[config.mk]
export PLATFORM = sky130hd
export DESIGN_NAME = ttm_tx_slot_mask
export DESIGN_NICKNAME = d
export VERILOG_FILES = /design/src/ttm_pkg.sv /design/src/ttm_tx_slot_mask.sv
export SDC_FILE = /design/constraint.sdc
export NUM_CORES = 1
export LEC_CHECK = 0
export ABC_CLOCK_PERIOD_IN_PS = 4600
export BUFFER_PORTS_ARGS = -buffer_cell sky130_fd_sc_hd__buf_2
export CORE_AREA = 2 2 110 166
export DETAILED_ROUTE_END_ITERATION = 10
export DIE_AREA = 0 0 112 168
export GPL_ROUTABILITY_DRIVEN = 1
export HOLD_SLACK_MARGIN = 0.02
export PLACE_DENSITY_LB_ADDON = 0.1
export RECOVER_POWER = 25
export SLEW_MARGIN = 20
export SYNTH_ARGS = -nofsm -noshare
export SYNTH_HDL_FRONTEND = slang
export SYNTH_SLANG_ARGS = --single-unit
[constraint.sdc]
create_clock -name i_core_clk -period 4.6 [get_ports i_core_clk]
set_input_delay 0.46 -clock i_core_clk [delete_from_list [all_inputs] [get_ports i_core_clk]]
set_output_delay 0.46 -clock i_core_clk [all_outputs]
set_load 0.005 [all_outputs]
[src/ttm_pkg.sv]
// Shared constants and types for the TDM transmit slot-mask block.
// Assumes a 32-bit APB register bus with byte addresses on 8 bits.
package ttm_pkg;

  // Default widths
  localparam int unsigned TTM_DATA_W = 16;
  localparam int unsigned TTM_SLOTS = 32;
  localparam int unsigned TTM_ADDR_W = 8;

  // Register byte offsets
  localparam logic [7:0] TTM_OFF_CTRL = 8'h00;
  localparam logic [7:0] TTM_OFF_MASK = 8'h04;
  localparam logic [7:0] TTM_OFF_TXDATA = 8'h08;
  localparam logic [7:0] TTM_OFF_SKIP = 8'h0c;
  localparam logic [7:0] TTM_OFF_STATUS = 8'h10;
  localparam logic [7:0] TTM_OFF_CLEAR = 8'h14;
  localparam logic [7:0] TTM_OFF_INTEN = 8'h18;
  localparam logic [7:0] TTM_OFF_WORD = 8'h1c;

  // Field positions
  localparam int unsigned TTM_ST_EMPTY = 0;
  localparam int unsigned TTM_ST_UNDERRUN = 1;
  localparam int unsigned TTM_WLEN_W = 4;

  // Control bits, lowest first: enable, invert, length select, early sync
  typedef struct packed {
    logic early_frame_sync;
    logic frame_sync_length_sel;
    logic frame_sync_invert;
    logic enable;
  } ttm_ctrl_s;

  typedef struct packed {
    logic tx_underrun_flag;
    logic tx_empty_flag;
  } ttm_stat_s;

  typedef enum logic {
    LNK_IDLE,
    LNK_RUN
  } ttm_link_e;

  // Values after reset
  localparam logic [3:0] TTM_CTRL_RST = 4'h0;
  localparam logic [1:0] TTM_STAT_RST = 2'h0;
  localparam logic [1:0] TTM_INTEN_RST = 2'h0;
  localparam logic [3:0] TTM_WLEN_RST = 4'h7;
  localparam logic [31:0] TTM_MASK_RST = 32'hffffffff;

endpackage : ttm_pkg

[src/ttm_tx_slot_mask.sv]
// Transmit side of a TDM serial port with a per-slot transmit mask.
// Assumes bit clock and frame sync arrive asynchronously and run well below
// core clock / 4; APB master follows the standard two-phase protocol.
`timescale 1ns/1ps
`default_nettype none

module ttm_tx_slot_mask
  import ttm_pkg::*;
#(
  parameter int unsigned DATA_W = TTM_DATA_W,
  parameter int unsigned SLOTS = TTM_SLOTS
) (
  // Clock, reset, enable
  input wire logic i_core_clk,
  input wire logic i_rst_n,
  input wire logic i_clk_en,
  // APB slave
  input wire logic i_psel,
  input wire logic i_penable,
  input wire logic i_pwrite,
  input wire logic [TTM_ADDR_W-1:0] i_paddr,
  input wire logic [31:0] i_pwdata,
  output logic [31:0] o_prdata,
  output logic o_pready,
  output logic o_pslverr,
  // Serial link
  input wire logic i_tx_bit_clock,
  input wire logic i_tx_frame_sync,
  output logic o_serial_tx_data_pin_o,
  output logic o_serial_tx_data_pin_oe,
  // Interrupt
  output logic o_irq
);

  localparam int unsigned SLOT_W = (SLOTS > 1) ? $clog2(SLOTS) : 1;

  function automatic logic reg_mapped(input logic [TTM_ADDR_W-1:0] a);
    reg_mapped = (a == TTM_OFF_CTRL) || (a == TTM_OFF_MASK) || (a == TTM_OFF_TXDATA) ||
                 (a == TTM_OFF_SKIP) || (a == TTM_OFF_STATUS) || (a == TTM_OFF_CLEAR) ||
                 (a == TTM_OFF_INTEN) || (a == TTM_OFF_WORD);
  endfunction : reg_mapped

  // MSB-first: place a word of wlen+1 bits at the top of the shifter
  function automatic logic [DATA_W-1:0] align_word(input logic [DATA_W-1:0] d,
                                                   input logic [TTM_WLEN_W-1:0] wlen);
    logic [DATA_W-1:0] r;
    r = d << (DATA_W - 1 - 32'(wlen));
    align_word = r;
  endfunction : align_word

  // Register state
  ttm_ctrl_s ctrl_r, ctrl_nxt;
  ttm_stat_s stat_r, stat_nxt;
  logic [SLOTS-1:0] mask_r, mask_nxt;
  logic [DATA_W-1:0] data_r, data_nxt;
  logic [1:0] inten_r, inten_nxt;
  logic [TTM_WLEN_W-1:0] wlen_r, wlen_nxt;
  logic [31:0] prdata_r, prdata_nxt;

  // Link state
  ttm_link_e state_r, state_nxt;
  logic [SLOT_W-1:0] slot_r, slot_nxt;
  logic [TTM_WLEN_W-1:0] bit_r, bit_nxt;
  logic [DATA_W-1:0] shift_r, shift_nxt;
  logic sd_r, sd_nxt;
  logic oe_r, oe_nxt;
  logic serviced_r, serviced_nxt;
  logic skip_r, skip_nxt;
  logic fs_prev_r, fs_prev_nxt;
  logic frame_pend_r, frame_pend_nxt;

  // Synchronisers
  logic bck_s1_r, bck_s2_r, bck_s3_r;
  logic fs_s1_r, fs_s2_r;

  // Bus decode
  logic acc_wr;
  logic data_wr;
  logic skip_wr;
  logic clr_wr;
  logic [TTM_WLEN_W-1:0] wlen_eff;

  // Link events
  logic bck_rise;
  logic fs_lvl;
  logic fs_start;
  logic word_start;
  logic [SLOT_W-1:0] next_slot;
  logic empty_set;
  logic underrun_set;

  assign acc_wr = i_psel && i_penable && i_pwrite && reg_mapped(i_paddr);
  assign data_wr = acc_wr && (i_paddr == TTM_OFF_TXDATA);
  assign skip_wr = acc_wr && (i_paddr == TTM_OFF_SKIP);
  assign clr_wr = acc_wr && (i_paddr == TTM_OFF_CLEAR);

  // Word length cannot exceed the shifter
  assign wlen_eff = (32'(wlen_r) > DATA_W - 1) ? TTM_WLEN_W'(DATA_W - 1) : wlen_r;

  // Synchronisers: only the second and third stages feed logic
  always_ff @(posedge i_core_clk or negedge i_rst_n) begin
    if (!i_rst_n) begin
      bck_s1_r <= 1'b0;
      bck_s2_r <= 1'b0;
      bck_s3_r <= 1'b0;
      fs_s1_r <= 1'b0;
      fs_s2_r <= 1'b0;
    end else if (i_clk_en) begin
      bck_s1_r <= i_tx_bit_clock;
      bck_s2_r <= bck_s1_r;
      bck_s3_r <= bck_s2_r;
      fs_s1_r <= i_tx_frame_sync;
      fs_s2_r <= fs_s1_r;
    end
  end

  assign bck_rise = bck_s2_r && !bck_s3_r;
  assign fs_lvl = fs_s2_r ^ ctrl_r.frame_sync_invert;
  // Word- and bit-length sync share the same rising-edge detection
  assign fs_start = bck_rise && fs_lvl && !fs_prev_r;

  // Link next state
  always_comb begin
    state_nxt = state_r;
    slot_nxt = slot_r;
    bit_nxt = bit_r;
    shift_nxt = shift_r;
    sd_nxt = sd_r;
    oe_nxt = oe_r;
    serviced_nxt = serviced_r;
    skip_nxt = skip_r;
    fs_prev_nxt = fs_prev_r;
    frame_pend_nxt = frame_pend_r;
    word_start = 1'b0;
    next_slot = slot_r;
    empty_set = 1'b0;
    underrun_set = 1'b0;

    if (!ctrl_r.enable) begin
      state_nxt = LNK_IDLE;
      oe_nxt = 1'b0;
      frame_pend_nxt = 1'b0;
      fs_prev_nxt = 1'b0;
    end else if (bck_rise) begin
      fs_prev_nxt = fs_lvl;
      if (frame_pend_r) begin
        // Early sync: frame begins one bit after the sync edge
        frame_pend_nxt = 1'b0;
        word_start = 1'b1;
        next_slot = '0;
      end else if (fs_start && !ctrl_r.early_frame_sync) begin
        word_start = 1'b1;
        next_slot = '0;
      end else if (state_r == LNK_RUN && bit_r == wlen_eff) begin
        word_start = 1'b1;
        next_slot = slot_r + SLOT_W'(1);
      end else if (state_r == LNK_RUN) begin
        bit_nxt = bit_r + TTM_WLEN_W'(1);
        shift_nxt = shift_r << 1;
        sd_nxt = shift_r[DATA_W-2];
      end
      if (fs_start && ctrl_r.early_frame_sync) begin
        frame_pend_nxt = 1'b1;
      end

      if (word_start) begin
        state_nxt = LNK_RUN;
        bit_nxt = '0;
        slot_nxt = next_slot;
        if (mask_r[next_slot]) begin
          empty_set = 1'b1;
          if (serviced_r && skip_r) begin
            oe_nxt = 1'b0;
          end else begin
            oe_nxt = 1'b1;
            shift_nxt = align_word(data_r, wlen_eff);
            sd_nxt = shift_nxt[DATA_W-1];
            underrun_set = !serviced_r;
          end
          serviced_nxt = 1'b0;
          skip_nxt = 1'b0;
        end else begin
          oe_nxt = 1'b0;
        end
      end
    end

    // A write in the boundary cycle counts for the following slot
    if (data_wr) begin
      serviced_nxt = 1'b1;
      skip_nxt = 1'b0;
    end else if (skip_wr) begin
      serviced_nxt = 1'b1;
      skip_nxt = 1'b1;
    end
  end

  always_ff @(posedge i_core_clk or negedge i_rst_n) begin
    if (!i_rst_n) begin
      state_r <= LNK_IDLE;
      slot_r <= '0;
      bit_r <= '0;
      shift_r <= '0;
      sd_r <= 1'b0;
      oe_r <= 1'b0;
      serviced_r <= 1'b0;
      skip_r <= 1'b0;
      fs_prev_r <= 1'b0;
      frame_pend_r <= 1'b0;
    end else if (i_clk_en) begin
      state_r <= state_nxt;
      slot_r <= slot_nxt;
      bit_r <= bit_nxt;
      shift_r <= shift_nxt;
      sd_r <= sd_nxt;
      oe_r <= oe_nxt;
      serviced_r <= serviced_nxt;
      skip_r <= skip_nxt;
      fs_prev_r <= fs_prev_nxt;
      frame_pend_r <= frame_pend_nxt;
    end
  end

  // Register file next state
  always_comb begin
    ctrl_nxt = ctrl_r;
    mask_nxt = mask_r;
    data_nxt = data_r;
    inten_nxt = inten_r;
    wlen_nxt = wlen_r;
    stat_nxt = stat_r;
    prdata_nxt = prdata_r;

    if (acc_wr) begin
      unique case (i_paddr)
        TTM_OFF_CTRL: ctrl_nxt = ttm_ctrl_s'(i_pwdata[3:0]);
        TTM_OFF_MASK: mask_nxt = i_pwdata[SLOTS-1:0];
        TTM_OFF_TXDATA: data_nxt = i_pwdata[DATA_W-1:0];
        TTM_OFF_INTEN: inten_nxt = i_pwdata[1:0];
        TTM_OFF_WORD: wlen_nxt = i_pwdata[TTM_WLEN_W-1:0];
        default: ;
      endcase
    end

    // Clears first, so a same-cycle hardware set wins
    if (clr_wr) begin
      stat_nxt = ttm_stat_s'(2'(stat_r) & ~i_pwdata[1:0]);
    end
    if (data_wr || skip_wr) begin
      stat_nxt.tx_empty_flag = 1'b0;
    end
    if (empty_set) begin
      stat_nxt.tx_empty_flag = 1'b1;
    end
    if (underrun_set) begin
      stat_nxt.tx_underrun_flag = 1'b1;
    end

    // Read data captured in the setup phase, presented in access
    if (i_psel && !i_penable) begin
      prdata_nxt = '0;
      unique case (i_paddr)
        TTM_OFF_CTRL: prdata_nxt[3:0] = ctrl_r;
        TTM_OFF_MASK: prdata_nxt[SLOTS-1:0] = mask_r;
        TTM_OFF_TXDATA: prdata_nxt[DATA_W-1:0] = data_r;
        TTM_OFF_STATUS: prdata_nxt[1:0] = stat_r;
        TTM_OFF_INTEN: prdata_nxt[1:0] = inten_r;
        TTM_OFF_WORD: prdata_nxt[TTM_WLEN_W-1:0] = wlen_r;
        default: prdata_nxt = '0;
      endcase
    end
  end

  always_ff @(posedge i_core_clk or negedge i_rst_n) begin
    if (!i_rst_n) begin
      ctrl_r <= ttm_ctrl_s'(TTM_CTRL_RST);
      mask_r <= TTM_MASK_RST[SLOTS-1:0];
      data_r <= '0;
      inten_r <= TTM_INTEN_RST;
      wlen_r <= TTM_WLEN_RST;
      stat_r <= ttm_stat_s'(TTM_STAT_RST);
      prdata_r <= '0;
    end else if (i_clk_en) begin
      ctrl_r <= ctrl_nxt;
      mask_r <= mask_nxt;
      data_r <= data_nxt;
      inten_r <= inten_nxt;
      wlen_r <= wlen_nxt;
      stat_r <= stat_nxt;
      prdata_r <= prdata_nxt;
    end
  end

  // Zero-wait slave; unmapped addresses answer with an error
  assign o_pready = 1'b1;
  assign o_pslverr = i_psel && i_penable && !reg_mapped(i_paddr);
  assign o_prdata = prdata_r;

  assign o_serial_tx_data_pin_o = sd_r;
  assign o_serial_tx_data_pin_oe = oe_r;
  assign o_irq = |(2'(stat_r) & inten_r);

endmodule : ttm_tx_slot_mask

`default_nettype wire

# Yosys cells after proc, flatten, opt, wreduce, memory -nomap -nowiden
# Cells that the tools add are included.
# op_classes
div	0
bitwise	4
n_mul	0
n_reduce_logical	52
magnitude_cmp	1
n_eq_ne	13
n_mux	68
shift	1
n_addsub	3
# ops
operator	count
$mux W16	8
$mux W1	45
$eq A8 B5 Y1 const B	4
$shl A16 B32 Y16	1
$mux W5	5
$pmux W12 S2	1
$reduce_and A3 Y1	7
$mux W4	5
$eq A8 B4 Y1 const B	2
$logic_and A1 B1 Y1	15
$reduce_bool A3 Y1	5
$pmux W2 S6	1
$ne A2 B1 Y1 const B	5
$eq A8 B3 Y1 const B	1
$logic_not A8 Y1	1
$logic_or A1 B1 Y1	8
$pmux W2 S4	1
$reduce_and A2 Y1	4
$reduce_and A7 Y1	1
$logic_not A1 Y1	6
$lt A5 B6 Y1 const B	1
$add A5 B1 Y5 const B	1
$bmux W1 S5	1
$reduce_and A5 Y1	1
10 further kinds	12
# totals
ram_bits	0
rom_bits	0
mem_count	0
out_inout_bits	37
register_bits	129
elab_cells	168
latch_bits	0
in_bits	48

# Longest topological paths before layout
# Gate-level depths: netlist (run 1).
# logic_depth
depth_word	17
ltp_mapped	13
depth_no_buf	10

# Least setup slack after synthesis (run 1)
# No wires, ideal clock.
# synth_timing
kind	flip-flop to flip-flop
start	reg wlen_r[2], in the netlist wlen_eff[2]
end	reg shift_r[5]
stages_incl_launch_ff	13
slack_ns	1.653
path_buffers	3
required_ns	4.474
t_arrival_ns	2.821
period_less_slack_ns	2.947
setup_time_ns	0.126
cell_sequence	dfstp_2 > buf_2 > xnor2_2 > nand4_2 > buf_6 > or4_1 > o31a_1 > o221ai_1 > o22ai_1 > o41a_1 > buf_6 > and3_1 > a221o_1
# synth_via
elab_chain_len	11
word_cells_on_any_way	22
cone_classes	1 x add/sub; 1 x eq/ne; 1 x shift; 18 x mux; 1 x reduce/logical
# synth_rtl
element	line	source
start, declared	ttm_tx_slot_mask.sv:57	logic [TTM_WLEN_W-1:0] wlen_r, wlen_nxt;
start signal, assigned	ttm_tx_slot_mask.sv:288	wlen_r <= wlen_nxt;
$eq A4 B4 Y1	ttm_tx_slot_mask.sv:154	end else if (state_r == LNK_RUN && bit_r == wlen_eff) begin
$logic_and A1 B1 Y1	ttm_tx_slot_mask.sv:154	
$mux W5	ttm_tx_slot_mask.sv:154	
$mux W5	ttm_tx_slot_mask.sv:151	end else if (fs_start && !ctrl_r.early_frame_sync) begin
$mux W5	ttm_tx_slot_mask.sv:146	if (frame_pend_r) begin
$mux W5	ttm_tx_slot_mask.sv:144	end else if (bck_rise) begin
$mux W5	ttm_tx_slot_mask.sv:139	if (!ctrl_r.enable) begin
$bmux W1 S5	ttm_tx_slot_mask.sv:170	if (mask_r[next_slot]) begin
$mux W1 (implied by the code)	ttm_tx_slot_mask.sv:170	
$mux W16	ttm_tx_slot_mask.sv:170	
$mux W16 (*)	ttm_tx_slot_mask.sv:166	if (word_start) begin
end signal, assigned	ttm_tx_slot_mask.sv:214	shift_r <= shift_nxt;
end, declared	ttm_tx_slot_mask.sv:64	logic [DATA_W-1:0] shift_r, shift_nxt;
# Every way passes the cells marked *; elsewhere a longest branch is shown, timed or not. The select of a mux whose other input is x is not followed.
# A chain may end at the register's enable or synchronous reset.

# Worst setup path after layout (run 1)
# layout_timing
start	reg wlen_r[0], in the netlist wlen_eff[0]
end	reg shift_r[5]
# Same word-level chain as after synthesis.

==> flow_metrics.tcl, run 1 <==
set metrics [dict create \
    synth_enable_flop_cells 0 \
    setup_repair_after_global_routing_missed_its_margin "false" \
    seqCellArea_mm2 0.00325 \
    failed_checks "max-capacitance violations, max-slew violations" \
    routedWlPerCell_um 20.9 \
    critical_path_data_required_time_ns 4.90 \
    timing.rr.start "wlen_eff[0]$_DFFE_PN1P_" \
    cts_made_buffers 17 \
    placement.setup.worst_slack_ns 0.627 \
    hold_start "i_pwdata[20]" \
    syn-cell-area_mm2 0.00687 \
    grt_busiest_layer "met2" \
    timing.final.ws_setup_ns 0.610 \
    yosysWarnings 0 \
    clock-skew-final_ns 0.0121 \
    multiInputGateArea_mm2 0.00336 \
    detail_route.drc_violations 0 \
    timing.hold.worst_endpoint "mask_r[20]$_DFFE_PN1P_" \
    post_synth_most_frequent_cells "nand2_1 (106), dfrtp_1 (93), o21ai_0 (69)" \
    rr_worst_depth 10 \
    hold_path_class "in -> reg" \
    synth.largest_area_cell "dfrtp_1" \
    worst_slew_pin_slew_ns 3.19 \
    grtUsageMet2 0.420 \
    final.setup.tns_ns 0 \
    n_fill_cell 1741 \
    critPathKind "reg -> reg" \
    ant_nets 0 \
    finalCritPeriodShare 0.867 \
    io-pin-count 85 \
    routed-via-count 5629 \
    yosys-top-cells-area "dfrtp_1 (34%), dfstp_2 (13%), mux2_2 (11%)" \
    reg2reg_to "shift_r[5]$_DFFE_PN0P_" \
    final_cells 982 \
    tritoncts "done" \
    post_cts_buffers 0 \
    n_antenna_cell 0 \
    hold_violations 0 \
    clk_path_buf_depth 2 \
    numPortBuffers 83 \
    worstSetupEndpointType "flop" \
    design.final.nets 802 \
    dp.final_hpwl_um 15300 \
    layout_min_cycle_time_ns 3.99 \
    p_leak_nw 3.62 \
    htree_num_levels 4 \
    insertion_delay_ns 0.42 \
    postSynthNetCount 726 \
    vdd_drop_max_mv 0.204 \
    clockRootBuffer "clkbuf_16" \
    use_met1 0.255 \
    min_delay_path_depth 2 \
    drt_iter0_drc 274 \
    finalSetupViolations 0 \
    die_height_um 168 \
    clock-sinks 128 \
    gr-total-overflow 0 \
    area_share_of_the_largest_cell_type_after_synthesis 0.339 \
    clk_pin_slew_worst_paths_ns 0.06 \
    avgViaCountPerCell 5.73 \
    core_area_mm2 0.0176 \
    initial_standard_cell_utilization_of_the_core 0.391 \
    fp.dieW_um 112 \
    postCtsResizedCells 0 \
    stdcell_area_mm2 0.00811 \
    cts_hold_repair.buffers 0 \
    mapped_cells 676 \
    yosys_register_bits 128 \
    critPathMaxFanout 23 \
    maxClockFrequency_ghz 0.251 \
    cellPowerDensity_mw_per_mm2 375 \
    drtPass1Iterations 4 \
    cp-start-kind "flop" \
    timing.final.max_slew_violations 59 \
    core.rowCount 60 \
    timing.critical_path.arrival_ns 4.29 \
    gp_congestion 0.961 \
    grt_pass1_wl_um 32900 \
    antenna_found_initial 0 \
    worst_setup_path_startpoint "wlen_eff[0]$_DFFE_PN1P_" \
    placed_area_mm2 0.00751 \
    syn_to_final_growth_pct 18.1 \
    synthesis.area_per_instance_um2 10.2 \
    ys_async_sr_fraction 1.00 \
    run_status "finished, violations left" \
    track_usage 0.226 \
    synth.most_common_cell "nand2_1" \
    cap_viol_max_count 1 \
    drive_above_1_share 0.336 \
    grt.met3_usage 0.0418 \
    predominant_post_synthesis_flop_cell "dfrtp_1" \
    die_footprint_mm2 0.0188 \
    postRouteWirelength_um 20500 \
    ys_seq_area_frac 0.473 \
    synthDistinctLibCells 75 \
    reg2reg_setup_slack_ns 0.61 \
    vias_in_the_first_global_route 5814 \
    place.detailed.instances 950 \
    worst_slew_margin_rel -1.12 \
    grt_max_degree 71 \
]
how the worst max path moves through the flow:
stage | to
finish | shift_r[5]$_DFFE_PN0P_
global route | shift_r[5]$_DFFE_PN0P_
CTS | shift_r[5]$_DFFE_PN0P_
detailed placement | shift_r[5]$_DFFE_PN0P_
global placement | shift_r[5]$_DFFE_PN0P_
floorplan | shift_r[5]$_DFFE_PN0P_
power by group:
group          internal, mW  leakage [nW]  switching [mW]
clock                 0.884         0.301           0.515
combinational         0.156          1.73           0.193
sequential             1.21          1.59          0.0809
total                  2.25          3.62           0.789
final cells by class:
class / instances / share of cell area
clock buffer: 20 / 0.0563
clock inverter: 12 / 0.0193
inverter: 16 / 0.00740
multi-input combinational: 488 / 0.414
sequential: 128 / 0.400
tap: 217 / 0.0335
timing repair buffer: 101 / 0.0691
critical path, cell delays in order, from the launching register on:
cell	delay (ns)
dfstp_2	0.80
xnor2_2	0.18
nand4_2	0.30
nor2_1	0.17
buf_4	0.22
a21oi_1	0.15
a2111oi_0	0.63
nor4b_1	0.16
o41a_1	0.67
and3_1	0.33
a221o_1	0.25
metrics by stage:
step           hold WS, ns  total power [mW]   util
3_5_place_dp         0.465              1.66  0.427
4_1_cts              0.109              3.08  0.462
6_report             0.265              3.04  0.462
5_1_grt              0.254              3.17  0.462
2_1_floorplan        0.164              1.52      -
3_3_place_gp         0.459              1.65  0.427
placed cells by master (no fill, tap or decap), types with 4 or more instances in the layout:
master	synthesis	layout
a211oi_1	4	4
a21o_1	4	4
a21oi_1	20	20
a221o_1	8	8
a221oi_2	4	4
a22o_1	7	7
a22oi_1	14	14
and3_1	8	8
buf_2	5	81
buf_4	1	17
clkbuf_16	0	17
dfrtp_1	93	93
dfstp_2	35	35
inv_1	15	15
mux2_2	65	65
mux2i_1	14	14
nand2_1	106	106
nand2b_1	5	5
nand3_1	16	16
nand4_1	8	8
nor2_1	27	26
nor2b_1	5	5
nor3_1	10	8
o211ai_1	5	5
o21ai_0	69	69
o221a_2	4	4
o221ai_1	5	5
o31ai_1	5	5
xnor2_1	5	5
xor2_1	4	4
logic make-up (layout without fill, tap and decap cells):
logic type	count (synthesis)	in the layout	share of synthesized area
buffers and inverters	60	149	0.0397
muxes	80	80	0.130
AOI/OAI and AO/OA	185	185	0.190
other	1	1	0.000546
DFF	128	128	0.473
and+or+nand+nor	208	208	0.144
xor gates and xnor gates	12	12	0.0186
adders and majority gates	2	2	0.00364
registers in the layout, summed over array words and instances (netlist names), 2 cells and up:
signal,count
mask_r,32
inten_r,2
data_r,16
bit_r,4
ctrl_r,4
stat_r,2
shift_r,15
slot_r,5
o_prdata,32
wlen_eff,4
routing by layer:
| layer | part of all wire | wire length, µm |
|---|---|---|
| met1 | 0.39 | 8090 |
| met2 | 0.55 | 11400 |
| met3 | 0.028 | 578 |
| met4 | 0.024 | 501 |
| met5 | 0 | 0 |
Note: power is estimated with default switching activity, not from simulation.
==> inputs of run 2 (changes only) <==
CORE_AREA = 2 2 99 149   (was 2 2 110 166)
DIE_AREA = 0 0 101 151   (was 0 0 112 168)
==> flow_metrics.tcl, run 2 (same netlist as run 1, synthesis figures left out) <==
set metrics [dict create \
    numPortBuffers 83 \
    critical_path_data_required_time_ns 4.90 \
    worst_slew_pin_slew_ns 3.67 \
    fin_total_pwr_mw 3.10 \
    cellPowerDensity_mw_per_mm2 385 \
    maxClockFrequency_ghz 0.245 \
    layout_min_cycle_time_ns 4.08 \
    stdcell_area_mm2 0.00805 \
    grt_pass1_wl_um 31100 \
    clock-sinks 128 \
    avgViaCountPerCell 6.00 \
    seqPwrFrac 0.411 \
    syn_to_final_growth_pct 17.2 \
    worstSetupEndpointType "flop" \
    placed_area_mm2 0.00742 \
    core.rowCount 53 \
    cap_viol_max_count 1 \
    mostFrequentLayoutCells "nand2_1 (106), dfrtp_1 (93), buf_2 (81)" \
    power_switching_mw 0.810 \
    post_cts_buffers 0 \
    cell_internal_power_dissipation_mw 2.29 \
    htree_num_levels 4 \
    dp.final_hpwl_um 14000 \
    worst_slew_margin_rel -1.45 \
    vdd_drop_max_mv 0.238 \
    hold_path_class "in -> reg" \
    combinationalPowerShare 0.115 \
    grt_max_degree 69 \
    detail_route.drc_violations 0 \
    vias_in_the_first_global_route 5732 \
    insertion_delay_ns 0.42 \
    timing.final.max_slew_violations 68 \
    hold_violations 0 \
    cp-start-kind "flop" \
    drive_above_1_share 0.335 \
    critPathMaxFanout 24 \
    clk_pin_slew_worst_paths_ns 0.06 \
    cts_made_buffers 17 \
    fp.dieW_um 101 \
    reg2reg_setup_slack_ns 0.52 \
    cts_hold_repair.buffers 0 \
    layout_commonest_cell "nand2_1" \
    setup_repair_after_global_routing_missed_its_margin "false" \
    routed-via-count 5563 \
    critPathKind "reg -> reg" \
    switching_share 0.261 \
    finalCritPeriodShare 0.887 \
    track_usage 0.270 \
    routedWlPerCell_um 20.8 \
    clk_path_buf_depth 2 \
    gr-total-overflow 0 \
    clockPowerShare 0.473 \
    final.setup.tns_ns 0 \
    p_leak_nw 3.61 \
    drt_iter0_drc 194 \
    timing.critical_path.arrival_ns 4.38 \
    clock-skew-final_ns 0.0134 \
    tritoncts "done" \
    failed_checks "max-capacitance violations, max-slew violations" \
    die_footprint_mm2 0.0153 \
    finalSetupViolations 0 \
    initial_standard_cell_utilization_of_the_core 0.493 \
    clockRootBuffer "clkbuf_16" \
    run_status "finished, violations left" \
    postRouteWirelength_um 19300 \
    n_antenna_cell 0 \
    ant_nets 0 \
    io-pin-count 85 \
    die_height_um 151 \
    gp_congestion 0.939 \
    design.final.nets 799 \
    final_core_utilization 0.578 \
    postCtsResizedCells 0 \
    core_area_mm2 0.0139 \
    antenna_found_initial 0 \
    drtPass1Iterations 4 \
]
## run 2: metrics by stage
stage / setup slack [ns] / hold slack [ns] / cells
6_report: 0.520 / 0.269 / 927
3_5_place_dp: 0.567 / 0.465 / 895
2_1_floorplan: 1.65 / 0.164 / 676
5_1_grt: 0.288 / 0.257 / 927
3_3_place_gp: 0.665 / 0.457 / 895
4_1_cts: 0.552 / 0.173 / 927
## run 2: final timing paths
kind,startpoint,endpoint,cells after the start
max,wlen_eff[2]$_DFFE_PN1P_,shift_r[8]$_DFFE_PN0P_,10
min,i_tx_bit_clock,bck_s1_r$_DFFE_PN0P_,2
max reg2reg,wlen_eff[2]$_DFFE_PN1P_,shift_r[8]$_DFFE_PN0P_,10
min reg2reg,o_prdata[15]$_DFFE_PN0P_,o_prdata[15]$_DFFE_PN0P_,2
max in group asynchronous,i_rst_n,data_r[9]$_DFFE_PN0P_,1
min in group asynchronous,i_rst_n,o_prdata[18]$_DFFE_PN0P_,1
## run 2: power by group through the flow
stage / combinational [mW] / clock [mW] / sequential (mW)
finish: 0.359 / 1.47 / 1.28
global route: 0.399 / 1.54 / 1.29
CTS: 0.361 / 1.49 / 1.28
detailed placement: 0.359 / 0 / 1.29
global placement: 0.349 / 0 / 1.29
floorplan: 0.241 / 0 / 1.27
## run 2: worst max-delay path: stages, from the launching register on
cell     delay (ns)
dfstp_2        0.79
xnor2_2        0.18
nand4_2        0.34
nor2_1         0.51
buf_4          0.24
o31ai_1        0.08
o22a_1         0.21
nor4b_1        0.47
o41a_1         0.63
nor2_8         0.13
a221o_1        0.38
## run 2: per-layer routing
layer	part of all wire	GRT usage	vias to the layer above
met5	0	0	-
li1	-	-	2637
met4	0.027	0.101	0
met2	0.54	0.492	137
met1	0.40	0.310	2755
met3	0.033	0.0508	34
## run 2: final cells by class
| class | count | area, µm² |
|---|---|---|
| Fill cell | 1240 | 5870 |
| Multi-Input combinational cell | 488 | 3360 |
| Sequential cell | 128 | 3250 |
| Timing Repair Buffer | 98 | 538 |
| Clock buffer | 18 | 439 |
| Tap cell | 165 | 206 |
| Clock inverter | 14 | 201 |
| Inverter | 16 | 60.1 |
